[config.mk]
export PLATFORM = sky130hd
export DESIGN_NAME = sag_addr_gen
export DESIGN_NICKNAME = d
export VERILOG_FILES = /design/src/design/sag_pkg.sv /design/src/design/sag_addr_gen.sv /design/src/design/sag_default_working_register_file.sv /design/src/design/sag_ram_guard.sv
export SDC_FILE = /design/constraint.sdc
export NUM_CORES = 1
export LEC_CHECK = 0
export ABC_AREA = 1
export BUFFER_PORTS_ARGS = -buffer_cell sky130_fd_sc_hd__buf_2
export CAP_MARGIN = 25
export CELL_PAD_IN_SITES_DETAIL_PLACEMENT = 1
export CELL_PAD_IN_SITES_GLOBAL_PLACEMENT = 1
export CORE_MARGIN = 2
export CORE_UTILIZATION = 49
export CTS_BUF_LIST = sky130_fd_sc_hd__clkbuf_4 sky130_fd_sc_hd__clkbuf_8
export DETAILED_ROUTE_END_ITERATION = 16
export GPL_TIMING_DRIVEN = 0
export PLACE_DENSITY = 0.95
export SYNTH_ARGS = -nofsm -noshare
export SYNTH_HDL_FRONTEND = slang
export SYNTH_SLANG_ARGS = --single-unit
[constraint.sdc]
create_clock -name clk_i -period 13.16 [get_ports clk_i]
set_input_delay 0.658 -clock clk_i [delete_from_list [all_inputs] [get_ports clk_i]]
set_output_delay 0.658 -clock clk_i [all_outputs]
set_load 0.02 [all_outputs]
[src/design/sag_pkg.sv]
// package for the stack and address generation block
// assumes one cpu clock, synchronous active-high reset
package sag_pkg;

    localparam int unsigned DW = 16;
    // near data space reached by the file-register address field
    localparam int unsigned FILE_ADDR_W = 13;
    localparam int unsigned NEAR_BYTES = 8192;
    localparam int unsigned LIT5_W = 5;
    localparam int unsigned LIT_W = 10;
    localparam int unsigned STATUS_LOW_W = 8;
    // lowest stack address, protects the special register area
    localparam logic [15:0] STACK_FLOOR = 16'h0800;
    localparam logic [15:0] WORD_STEP = 16'h0002;
    localparam logic [15:0] ZERO16 = 16'h0000;
    localparam int unsigned NUM_DEFAULT_WORKING_REGISTER = 16;
    localparam logic [3:0] SP_INDEX = 4'hf;
    localparam logic [3:0] WREG0_INDEX = 4'h0;
    localparam logic [15:0] STACK_LIMIT_REGISTER_INIT = 16'h0000;

    // fundamental addressing modes
    typedef enum logic [2:0] {
        SAG_AM_FILE_DIRECT = 3'b000,
        SAG_AM_REG_DIRECT = 3'b001,
        SAG_AM_INDIRECT = 3'b010,
        SAG_AM_POST_MOD = 3'b011,
        SAG_AM_PRE_MOD = 3'b100,
        SAG_AM_REG_OFFSET = 3'b101,
        SAG_AM_LIT_OFFSET = 3'b110,
        SAG_AM_LITERAL = 3'b111
    } sag_mode_t;

    // operation class issued by the execute stage
    typedef enum logic [2:0] {
        SAG_OP_NONE = 3'b000,
        SAG_OP_ACCESS = 3'b001,
        SAG_OP_PUSH = 3'b010,
        SAG_OP_POP = 3'b011,
        SAG_OP_CALL_PUSH = 3'b100,
        SAG_OP_EXC_PUSH = 3'b101
    } sag_op_t;

    // instruction class, decides what reach and operands are legal
    typedef enum logic [1:0] {
        SAG_CL_FILE = 2'b00,
        SAG_CL_MOVE = 2'b01,
        SAG_CL_THREE_OP = 2'b10
    } sag_class_t;

    // address request from the execute stage
    typedef struct packed {
        logic valid;
        sag_op_t op;
        sag_class_t cls;
        sag_mode_t mode;
        logic [3:0] base_sel;
        logic [3:0] offset_sel;
        logic [FILE_ADDR_W-1:0] file_addr;
        logic [15:0] full_addr;
        logic [LIT_W-1:0] literal;
        logic [15:0] modifier;
        logic mod_post_down;
        logic [15:0] push_data;
        logic [STATUS_LOW_W-1:0] status_low_byte;
        logic [6:0] pc_high;
    } sag_req_t;

    // address answer to the execute stage
    typedef struct packed {
        logic valid;
        logic [15:0] addr;
        logic [15:0] push_word;
        logic is_write;
        logic use_reg;
        logic [3:0] dest_reg;
        logic denied;
    } sag_rsp_t;

    // 16-bit sum kept to width
    function automatic logic [15:0] add16(input logic [15:0] a,
                                          input logic [15:0] b);
        add16 = 16'(a + b);
    endfunction

    // sign-extend a literal field to a full word
    function automatic logic [15:0] sext_lit(input logic [LIT_W-1:0] l);
        sext_lit = {{(16-LIT_W){l[LIT_W-1]}}, l};
    endfunction

endpackage

[src/design/sag_addr_gen.sv]
// What this block does
// - stack pointer holds next free word, grows up
// - pop predecrements, push post-increments
// - call push clears top bit of pc
// - exception push joins status low byte
// - stack limit needs no reset value
// - stack limit bit zero is forced to zero on every write
// - every stack-pointer address compared with limit
// - push at limit fine, next push traps
// - stack address below floor traps underflow
// - boot ram only from boot code
// - secure ram only from secure code
// - file address field is 13 bits, near
// - file ops default to working register zero
// - move reaches the whole data space
// - three-operand first operand is register direct
// - second operand register, memory or literal
// - file direct address taken from instruction
// - indirect uses base, post-modify after access
// - pre-modify adds signed constant first
// - register offset adds base and offset
// - literal offset adds base and literal
// assumes the execute stage holds a request one cycle and that the
// exception unit takes a one-cycle trap pulse on the same clock
`timescale 1ns/1ps
module sag_addr_gen
    import sag_pkg::*;
(
    input wire logic clk_i,
    input wire logic sys_rst_i,
    input sag_req_t req_i,
    input wire logic stack_limit_register_wr_i,
    input wire logic [15:0] stack_limit_register_data_i,
    input wire logic boot_prot_en_i,
    input wire logic [15:0] boot_ram_lo_i,
    input wire logic [15:0] boot_ram_hi_i,
    input wire logic exec_in_boot_i,
    input wire logic sec_prot_en_i,
    input wire logic [15:0] sec_ram_lo_i,
    input wire logic [15:0] sec_ram_hi_i,
    input wire logic exec_in_secure_i,
    input wire logic wr_en_i,
    input wire logic [3:0] wr_sel_i,
    input wire logic [15:0] wr_data_i,
    output sag_rsp_t rsp_o,
    output logic [15:0] stack_limit_o,
    output logic [15:0] stack_ptr_o,
    output logic overflow_trap_o,
    output logic underflow_trap_o
);

    logic [15:0] sp_ff;
    logic [15:0] nxt_sp;
    logic [15:0] stack_limit_register_ff;
    logic [15:0] base_val;
    logic [15:0] off_val;
    logic [15:0] sp_q;
    logic [15:0] ea;
    logic [15:0] nxt_base;
    logic base_upd;
    logic uses_sp;
    logic stack_op;
    logic over_cond;
    logic under_cond;
    logic denied;
    logic rf_we;
    logic [3:0] rf_sel;
    logic [15:0] rf_data;
    logic [15:0] push_word;
    logic over_ff;
    logic under_ff;
    logic mem_access;

    // register file; the stack pointer also lives here for direct reads
    sag_default_working_register_file u_default_working_register (
        .clk_i(clk_i),
        .sys_rst_i(sys_rst_i),
        .wr_en_i(rf_we),
        .wr_sel_i(rf_sel),
        .wr_data_i(rf_data),
        .rd_a_sel_i(SP_INDEX),
        .rd_b_sel_i(req_i.offset_sel),
        .rd_a_o(sp_q),
        .rd_b_o()
    );

    // registered reads lag one cycle, so base and offset come from a
    // register copy read combinationally; the file drives the pointer output
    logic [15:0] shadow_ff [NUM_DEFAULT_WORKING_REGISTER];

    always_ff @(posedge clk_i)
    begin
        if (sys_rst_i)
        begin
            for (int i = 0; i < NUM_DEFAULT_WORKING_REGISTER; i++)
            begin
                shadow_ff[i] <= ZERO16;
            end
        end
        else if (rf_we)
        begin
            shadow_ff[rf_sel] <= rf_data;
        end
    end

    assign sp_ff = shadow_ff[SP_INDEX];
    assign base_val = shadow_ff[req_i.base_sel];
    assign off_val = shadow_ff[req_i.offset_sel];

    // stack limit: software-written, bit zero forced low
    always_ff @(posedge clk_i)
    begin
        // no reset branch: contents undefined until written
        if (stack_limit_register_wr_i)
        begin
            stack_limit_register_ff <= {stack_limit_register_data_i[15:1], 1'b0};
        end
    end

    // word pushed for call and exception frames
    always_comb
    begin
        case (req_i.op)
            SAG_OP_CALL_PUSH:
                push_word = {8'h00, 1'b0, req_i.pc_high};
            SAG_OP_EXC_PUSH:
                push_word = {req_i.status_low_byte, 1'b0,
                             req_i.pc_high};
            default: push_word = req_i.push_data;
        endcase
    end

    // effective address per mode and stack operation
    always_comb
    begin
        ea = ZERO16;
        nxt_base = base_val;
        base_upd = 1'b0;
        nxt_sp = sp_ff;
        stack_op = 1'b0;
        case (req_i.op)
            SAG_OP_PUSH, SAG_OP_CALL_PUSH, SAG_OP_EXC_PUSH:
            begin
                ea = sp_ff;
                nxt_sp = add16(sp_ff, WORD_STEP);
                stack_op = 1'b1;
            end
            SAG_OP_POP:
            begin
                nxt_sp = 16'(sp_ff - WORD_STEP);
                ea = nxt_sp;
                stack_op = 1'b1;
            end
            SAG_OP_ACCESS:
            begin
                case (req_i.mode)
                    SAG_AM_FILE_DIRECT:
                        ea = (req_i.cls == SAG_CL_MOVE)
                           ? req_i.full_addr
                           : {3'b000, req_i.file_addr};
                    SAG_AM_INDIRECT: ea = base_val;
                    SAG_AM_POST_MOD:
                    begin
                        ea = base_val;
                        nxt_base = req_i.mod_post_down
                            ? 16'(base_val - req_i.modifier)
                            : add16(base_val, req_i.modifier);
                        base_upd = 1'b1;
                    end
                    SAG_AM_PRE_MOD:
                    begin
                        nxt_base = add16(base_val, req_i.modifier);
                        ea = nxt_base;
                        base_upd = 1'b1;
                    end
                    SAG_AM_REG_OFFSET:
                        ea = add16(base_val, off_val);
                    SAG_AM_LIT_OFFSET:
                        ea = add16(base_val, sext_lit(req_i.literal));
                    default: ea = ZERO16; // register direct and literal
                endcase
            end
            default: ea = ZERO16;
        endcase
    end

    // a stack-pointer-based address, from a stack op or indirect mode
    assign uses_sp = stack_op ||
        (req_i.op == SAG_OP_ACCESS && req_i.base_sel == SP_INDEX &&
         req_i.mode inside {SAG_AM_INDIRECT, SAG_AM_POST_MOD,
                            SAG_AM_PRE_MOD, SAG_AM_REG_OFFSET,
                            SAG_AM_LIT_OFFSET});

    // address above limit traps; equal is still allowed
    assign over_cond = req_i.valid && uses_sp &&
                       (ea > stack_limit_register_ff);
    assign under_cond = req_i.valid && uses_sp &&
                        (ea < STACK_FLOOR);

    // every data memory access meets the ram gate, stack frames too,
    // whatever the mode field of a push or pop happens to hold
    assign mem_access = req_i.valid && (stack_op ||
        (req_i.op == SAG_OP_ACCESS && req_i.mode != SAG_AM_REG_DIRECT &&
         req_i.mode != SAG_AM_LITERAL));

    sag_ram_guard u_guard (
        .addr_i(ea),
        .access_i(mem_access),
        .boot_prot_en_i(boot_prot_en_i),
        .boot_ram_lo_i(boot_ram_lo_i),
        .boot_ram_hi_i(boot_ram_hi_i),
        .exec_in_boot_i(exec_in_boot_i),
        .sec_prot_en_i(sec_prot_en_i),
        .sec_ram_lo_i(sec_ram_lo_i),
        .sec_ram_hi_i(sec_ram_hi_i),
        .exec_in_secure_i(exec_in_secure_i),
        .denied_o(denied)
    );

    // register writes: stack pointer, base update or execute write-back;
    // a refused or trapping access leaves the pointers untouched
    always_comb
    begin
        rf_we = 1'b0;
        rf_sel = WREG0_INDEX;
        rf_data = ZERO16;
        if (req_i.valid && !denied && !over_cond && !under_cond)
        begin
            if (stack_op)
            begin
                rf_we = 1'b1;
                rf_sel = SP_INDEX;
                rf_data = nxt_sp;
            end
            else if (base_upd)
            begin
                rf_we = 1'b1;
                rf_sel = req_i.base_sel;
                rf_data = nxt_base;
            end
        end
        if (!rf_we && wr_en_i)
        begin
            rf_we = 1'b1;
            rf_sel = wr_sel_i;
            rf_data = wr_data_i;
        end
    end

    // answer to the execute stage, registered
    always_ff @(posedge clk_i)
    begin
        if (sys_rst_i)
        begin
            rsp_o <= '0;
        end
        else
        begin
            rsp_o.valid <= req_i.valid && req_i.op != SAG_OP_NONE;
            rsp_o.addr <= ea;
            rsp_o.push_word <= push_word;
            rsp_o.is_write <= req_i.op inside {SAG_OP_PUSH, SAG_OP_CALL_PUSH,
                                               SAG_OP_EXC_PUSH};
            rsp_o.use_reg <= req_i.mode inside {SAG_AM_REG_DIRECT,
                                                SAG_AM_LITERAL} ||
                             req_i.cls == SAG_CL_THREE_OP;
            rsp_o.dest_reg <= (req_i.cls == SAG_CL_FILE)
                              ? WREG0_INDEX : req_i.base_sel;
            rsp_o.denied <= denied;
        end
    end

    // one-cycle trap pulses per erroneous access
    always_ff @(posedge clk_i)
    begin
        if (sys_rst_i)
        begin
            over_ff <= 1'b0;
            under_ff <= 1'b0;
        end
        else
        begin
            over_ff <= over_cond;
            under_ff <= under_cond;
        end
    end

    assign overflow_trap_o = over_ff;
    assign underflow_trap_o = under_ff;
    assign stack_limit_o = stack_limit_register_ff;
    assign stack_ptr_o = sp_q;
endmodule // sag_addr_gen

[src/design/sag_default_working_register_file.sv]
// working register file with registered read ports
// assumes one cpu clock, one write port, stack pointer at the top index
`timescale 1ns/1ps
module sag_default_working_register_file
    import sag_pkg::*;
(
    input wire logic clk_i,
    input wire logic sys_rst_i,
    input wire logic wr_en_i,
    input wire logic [3:0] wr_sel_i,
    input wire logic [15:0] wr_data_i,
    input wire logic [3:0] rd_a_sel_i,
    input wire logic [3:0] rd_b_sel_i,
    output logic [15:0] rd_a_o,
    output logic [15:0] rd_b_o
);

    logic [15:0] mem_ff [NUM_DEFAULT_WORKING_REGISTER];

    // write port; cleared on reset so the stack pointer starts defined
    always_ff @(posedge clk_i)
    begin
        if (sys_rst_i)
        begin
            for (int i = 0; i < NUM_DEFAULT_WORKING_REGISTER; i++)
            begin
                mem_ff[i] <= ZERO16;
            end
        end
        else if (wr_en_i)
        begin
            mem_ff[wr_sel_i] <= wr_data_i;
        end
    end

    // registered reads, bypass a write in the same cycle
    always_ff @(posedge clk_i)
    begin
        if (sys_rst_i)
        begin
            rd_a_o <= ZERO16;
            rd_b_o <= ZERO16;
        end
        else
        begin
            rd_a_o <= (wr_en_i && wr_sel_i == rd_a_sel_i) ? wr_data_i
                                                         : mem_ff[rd_a_sel_i];
            rd_b_o <= (wr_en_i && wr_sel_i == rd_b_sel_i) ? wr_data_i
                                                         : mem_ff[rd_b_sel_i];
        end
    end

endmodule // sag_default_working_register_file

[src/design/sag_ram_guard.sv]
// boot and secure ram segment gate by executing code segment
// assumes segment bounds and enables are static straps from the core
`timescale 1ns/1ps
module sag_ram_guard
    import sag_pkg::*;
(
    input wire logic [15:0] addr_i,
    input wire logic access_i,
    input wire logic boot_prot_en_i,
    input wire logic [15:0] boot_ram_lo_i,
    input wire logic [15:0] boot_ram_hi_i,
    input wire logic exec_in_boot_i,
    input wire logic sec_prot_en_i,
    input wire logic [15:0] sec_ram_lo_i,
    input wire logic [15:0] sec_ram_hi_i,
    input wire logic exec_in_secure_i,
    output logic denied_o
);

    logic in_boot;
    logic in_sec;

    // boot segment ram only from boot flash code; secure likewise
    always_comb
    begin
        in_boot = (addr_i >= boot_ram_lo_i) && (addr_i <= boot_ram_hi_i);
        in_sec = (addr_i >= sec_ram_lo_i) && (addr_i <= sec_ram_hi_i);
        denied_o = access_i &&
            ((boot_prot_en_i && in_boot && !exec_in_boot_i) ||
             (sec_prot_en_i && in_sec && !exec_in_secure_i));
    end

endmodule // sag_ram_guard

# == Word-level counts from Yosys, hierarchy flattened ==
# Memories as Yosys holds them, arrays and structs flattened. A register that Yosys moved wholly into a read port is not among the register bits.
# Cells that the tools add are included.
# Widths: inputs -> output; s select.
# op_classes
magnitude_cmp,6
addsub,6
n_mux,34
eq_ne,17
n_reduce_logical,43
# op_table
cell,count
$mux 16,9
$pmux 16 s2,3
$pmux 16 s5,1
$add 16x16->16,3
$pmux 16 s3,1
$ge 16x16->1,2
$le 16x16->1,2
$reduce_or 16->1,2
$mux 4,6
$logic_and 1x1->1,20
$eq 3x3->1 const B,6
$add 16x2->16 const B,1
$gt 16x16->1,1
$lt 16x12->1 const B,1
$sub 16x16->16,1
$sub 16x2->16 const B,1
$mux 1,14
$eq 3x2->1 const B,4
$eq 3x1->1 const B,2
$logic_not 1->1,6
$reduce_bool 3->1,2
$reduce_or 2->1,3
$reduce_bool 5->1,1
$eq 4x4->1 const B,1
10 further kinds,13
# totals
ram_bits,512
out_inout_bits,74
word_cells,118
input_bits,212
memories,2
regBits,57
# memory_table
name,words,width,read_ports,rd_ports_with_merged_regs,wr,line_no,source
shadow_ff,16,16,3,0,16,sag_addr_gen.sv:89,logic [15:0] shadow_ff [NUM_DEFAULT_WORKING_REGISTER];
u_default_working_register.mem_ff,16,16,1,1,16,sag_default_working_register_file.sv:18,logic [15:0] mem_ff [NUM_DEFAULT_WORKING_REGISTER];

# == Depth between registers and ports, before layout ==
# logic_depth
word_depth,23
depth_mapped,51
depth_no_buf,45

# == By module ==
# Synthesis repeated with hierarchy kept, for this count alone.
# hier_totals
cells_unflattened,5255
hier_area_um2,39391.5
# by_module_without_submodules
module,cells_per_inst,seq_area_each_um2,instances,area_per_inst_um2
sag_addr_gen,2805,8978.6,1,21386.8
sag_default_working_register_file,2163,8328.0,1,16261.8
sag_ram_guard,287,0.0,1,1742.9

# == Worst setup path before layout ==
# Ideal clock, no wire load.
# synth_path
path_type,input to register
startpoint,in req_i[91] (netlist name)
endpoint,mem shadow_ff[13][0] (enable)
t_arrival_ns,7.240
path_buffers,7
t_required_ns,12.749
setup_time_ns,0.411
setup_slack_ns,5.509
path_stages,34
path_cell_list,buf_6 -> inv_4 -> buf_6 -> buf_6 -> clkbuf_1 -> clkbuf_1 -> clkbuf_1 -> nor2_1 -> o211ai_1 -> nand3_1 -> nand3_1 -> ha_1 -> a21oi_1 -> o21ai_0 -> a21oi_1 -> o21ai_0 -> or2_2 -> nand3_1 -> nand3_1 -> a21oi_2 -> inv_1 -> ha_1 -> nand4_1 -> or3_1 -> nor4b_1 -> nand2_1 -> nand2_2 -> inv_2 -> nor2_4 -> nand3_4 -> a21oi_4 -> nand4_4 -> buf_4 -> o21ai_0
# synth_rtl
item,line_no,source
from (decl),sag_addr_gen.sv:31,"input sag_req_t req_i,"
to (decl),sag_addr_gen.sv:89,

==> run metrics <==
status complete, no violations; met1 WL roughly 40000 microns; Leakage about 12 nW; layout cell share with drive strength beyond 1 17.5%; Synth area leader edfxtp_1; FF+latch count, synth ~330; crit-path max FO 10; Fin. Hold Viols 0; CP Launch Point req_i[87]; DR vias ~26k; H-tree depth 2; most numerous cell in the Yosys netlist nand2_1; critical path type input pin to flop; most frequent cells after synthesis nand2_1 (429), nor2_1 (399), o21ai_0 (361), inv_1 (316), edfxtp_1 (271); CP Data Required Time around 14000 ps; cell with the most instances on the worst path nand2_1; post-CTS setup buffer count 0; Critical Path End Type flop; Async SR Flop Fraction 0%; WL final roughly 120000 microns; reg2reg start shadow_ff[8][0]; max_slew headroom between 20% and 30%; Clk Latency, worst-skew pair just over 700 ps; Yosys warning count 0; hold_buf cts 0; Top delay family on crit path simple AND/OR/NAND/NOR gates; FMAX between 0.09 and 0.1 GHz; largest cells by area after synthesis edfxtp_1 (35%), o21ai_0 (7.8%), nand2_1 (6.9%); Buffers on Ports around 280; Reg area 9300 sq um; stages on the worst setup path about 40; dpl hpwl roughly 90000 microns; Power Dens Cells between 100 and 150 nW/um^2; Post-synth EDFFs between 200 and 300; fin crit share slightly below 80%; grt ovf 0; utilization after layout between 50% and 60%; max layer used met5; critical path's slowest cell clkbuf_1; Post-Syn Nets about 3.3k; Seq/Total Area, Yosys approximately two fifths; largest net degree at the start of global routing 17; routed wire length on met2 between 50000 and 60000 microns; first-pass GRT wire length ~170000 microns; total CTS buffers 55; Worst-path clk slew around 60 ps; Startpoint Class input pin; Slew Limit Fails 0; end of the critical path shadow_ff[12][13]; TritonCTS Sinks between 300 and 400; global-route usage over all layers 46.8%; Hold WC Path Type input pin to flop; Starting Density roughly half; Post-Syn Area between 20000 and 25000 sq um; vias in the first global route about 27k; die footprint 49300 sq um; drt initial violations 3461; Syn Area/Cell 7.76 sq um; Syn-to-layout area delta 14.9%; reg2reg path depth 39; Critical Path AT about 11000 ps; Layout fillers 5962; Mapped Cells between 2k and 3k; area of the multi-input gates 11800 sq um; R2R Setup Slk between 4000 and 5000 ps; clk buf depth 3; Primary FF master, synth edfxtp_1; detailed-route DRC error count 0; clk root buf clkbuf_8; Core Region 46800 sq um; row cnt 79; wire per inst between 20 and 30 microns; Total Power 0.00312 W; WP buf/inv 11; Nets approximately 3.7k; # IOs 286; drt via density between 6 and 7; final setup fails 0; GPL Wtd Cong 1.03; Yosys cell types 65; Worst Max-Slew Pin Slew about 1200 ps; RSZ-0062 raised after global routing false; initial antenna violation count 4; fin crit period between 10000 and 15000 ps; CTS tree built; Met3 Wirelength 15200 microns; drt first pass iters 6; Setup TNS 0 ps; Worst Skew 33.6 ps; post-synth top area share 35.0%; worst r2r dst shadow_ff[12][13]; Max-Cap Viols 0; die width 222 microns; Die Ht between 200 and 250 microns; post-route ant nets 0; CTS resizes 0; Max VDD drop ~0.00012 V; CP peak stage delay ~790 ps
worst min path at each step:
| stage | slack, ps | depth (start not counted) | end | startpoint |
|---|---|---|---|---|
| 2_1_floorplan | 510 | 2 | u_default_working_register.rd_a_o[0] | u_default_working_register.mem_ff[15][0] |
| 3_3_place_gp | 660 | 2 | u_default_working_register.rd_a_o[15] | u_default_working_register.mem_ff[15][15] |
| 4_1_cts | 150 | 1 | stack_limit_o[6] | stack_limit_register_data_i[6] |
| 3_5_place_dp | 670 | 2 | u_default_working_register.rd_a_o[15] | u_default_working_register.mem_ff[15][15] |
| 5_1_grt | 140 | 1 | stack_limit_o[2] | stack_limit_register_data_i[2] |
| 6_report | 130 | 1 | stack_limit_o[2] | stack_limit_register_data_i[2] |
logic make-up (layout without fill, tap and decap cells):
| logic type | Yosys count | after routing | share of synthesized area (%) |
|---|---|---|---|
| other | 1 | 6 | 0.0161 |
| buffers and inverters | 516 | 899 | 9.30 |
| AND/OR/NAND/NOR | 1250 | 1250 | 24.7 |
| flip-flops | 329 | 329 | 40.0 |
| AO/OA/AOI/OAI | 755 | 755 | 18.4 |
| adder cells (fa/ha/maj) | 131 | 131 | 7.14 |
| XOR/XNOR | 15 | 15 | 0.565 |
metal layers:
layer,global-route usage [%],vias to the layer above
li1,-,11000
met1,53.5,12700
met2,74.0,2162
met3,13.5,696
met4,36.4,2
met5,0,-
stage by stage:
step                      setup slack [ps]  instances  hold slack [ps]  instance area (sq um)
after floorplan                       5510       2997              511                  23300
after global placement                2350       3882              656                  25400
after detailed placement              2620       3885              673                  25500
after CTS                             3240       3985              146                  26700
after global routing                  2930       3990              136                  26700
final                                 3000       3992              131                  26700
report_power, final:
part           switching, W  internal, W
clock              0.000478     0.000585
sequential        0.0000298      0.00118
combinational      0.000621     0.000230
total               0.00113      0.00199
flip-flops by register name (all words and copies together), names as in the netlist:
name                               count
rsp_o                                 40
overflow_trap_o                        1
shadow_ff                            240
u_default_working_register.mem_ff     16
underflow_trap_o                       1
u_default_working_register.rd_a_o     16
stack_limit_o                         15
layout by cell type, fill, tap and decap left out, types with 5 or more instances in the layout:
cell type / instances
a21oi_1: 197
a31oi_1: 18
buf_1: 12
buf_2: 313
buf_4: 9
buf_6: 21
clkbuf_1: 103
clkbuf_4: 21
clkbuf_8: 65
clkinv_1: 6
dfxtp_1: 58
diode_2: 5
edfxtp_1: 271
ha_1: 128
inv_1: 316
inv_2: 21
nand2_1: 429
nand2_2: 7
nand2_4: 13
nand3_1: 214
nand3_4: 5
nand4_1: 15
nor2_1: 399
nor2_2: 47
nor3_1: 65
nor3_2: 26
o2111ai_1: 10
o211ai_1: 44
o21a_1: 8
o21ai_0: 357
o21ai_1: 26
o21bai_1: 5
o221ai_1: 35
o22ai_1: 20
or2_2: 7
xor2_1: 13
cell type report:
type | instances | area share (%)
multi-input cells | 2152 | 44.2
diodes | 5 | 0.0468
inverters | 339 | 4.77
well taps | 607 | 2.84
clock inverters | 14 | 0.641
plain buffers | 177 | 3.32
flip-flops and latches | 329 | 34.8
clock buffers | 86 | 3.94
repair buffers | 283 | 5.45
(Power assumes the default switching activity.)
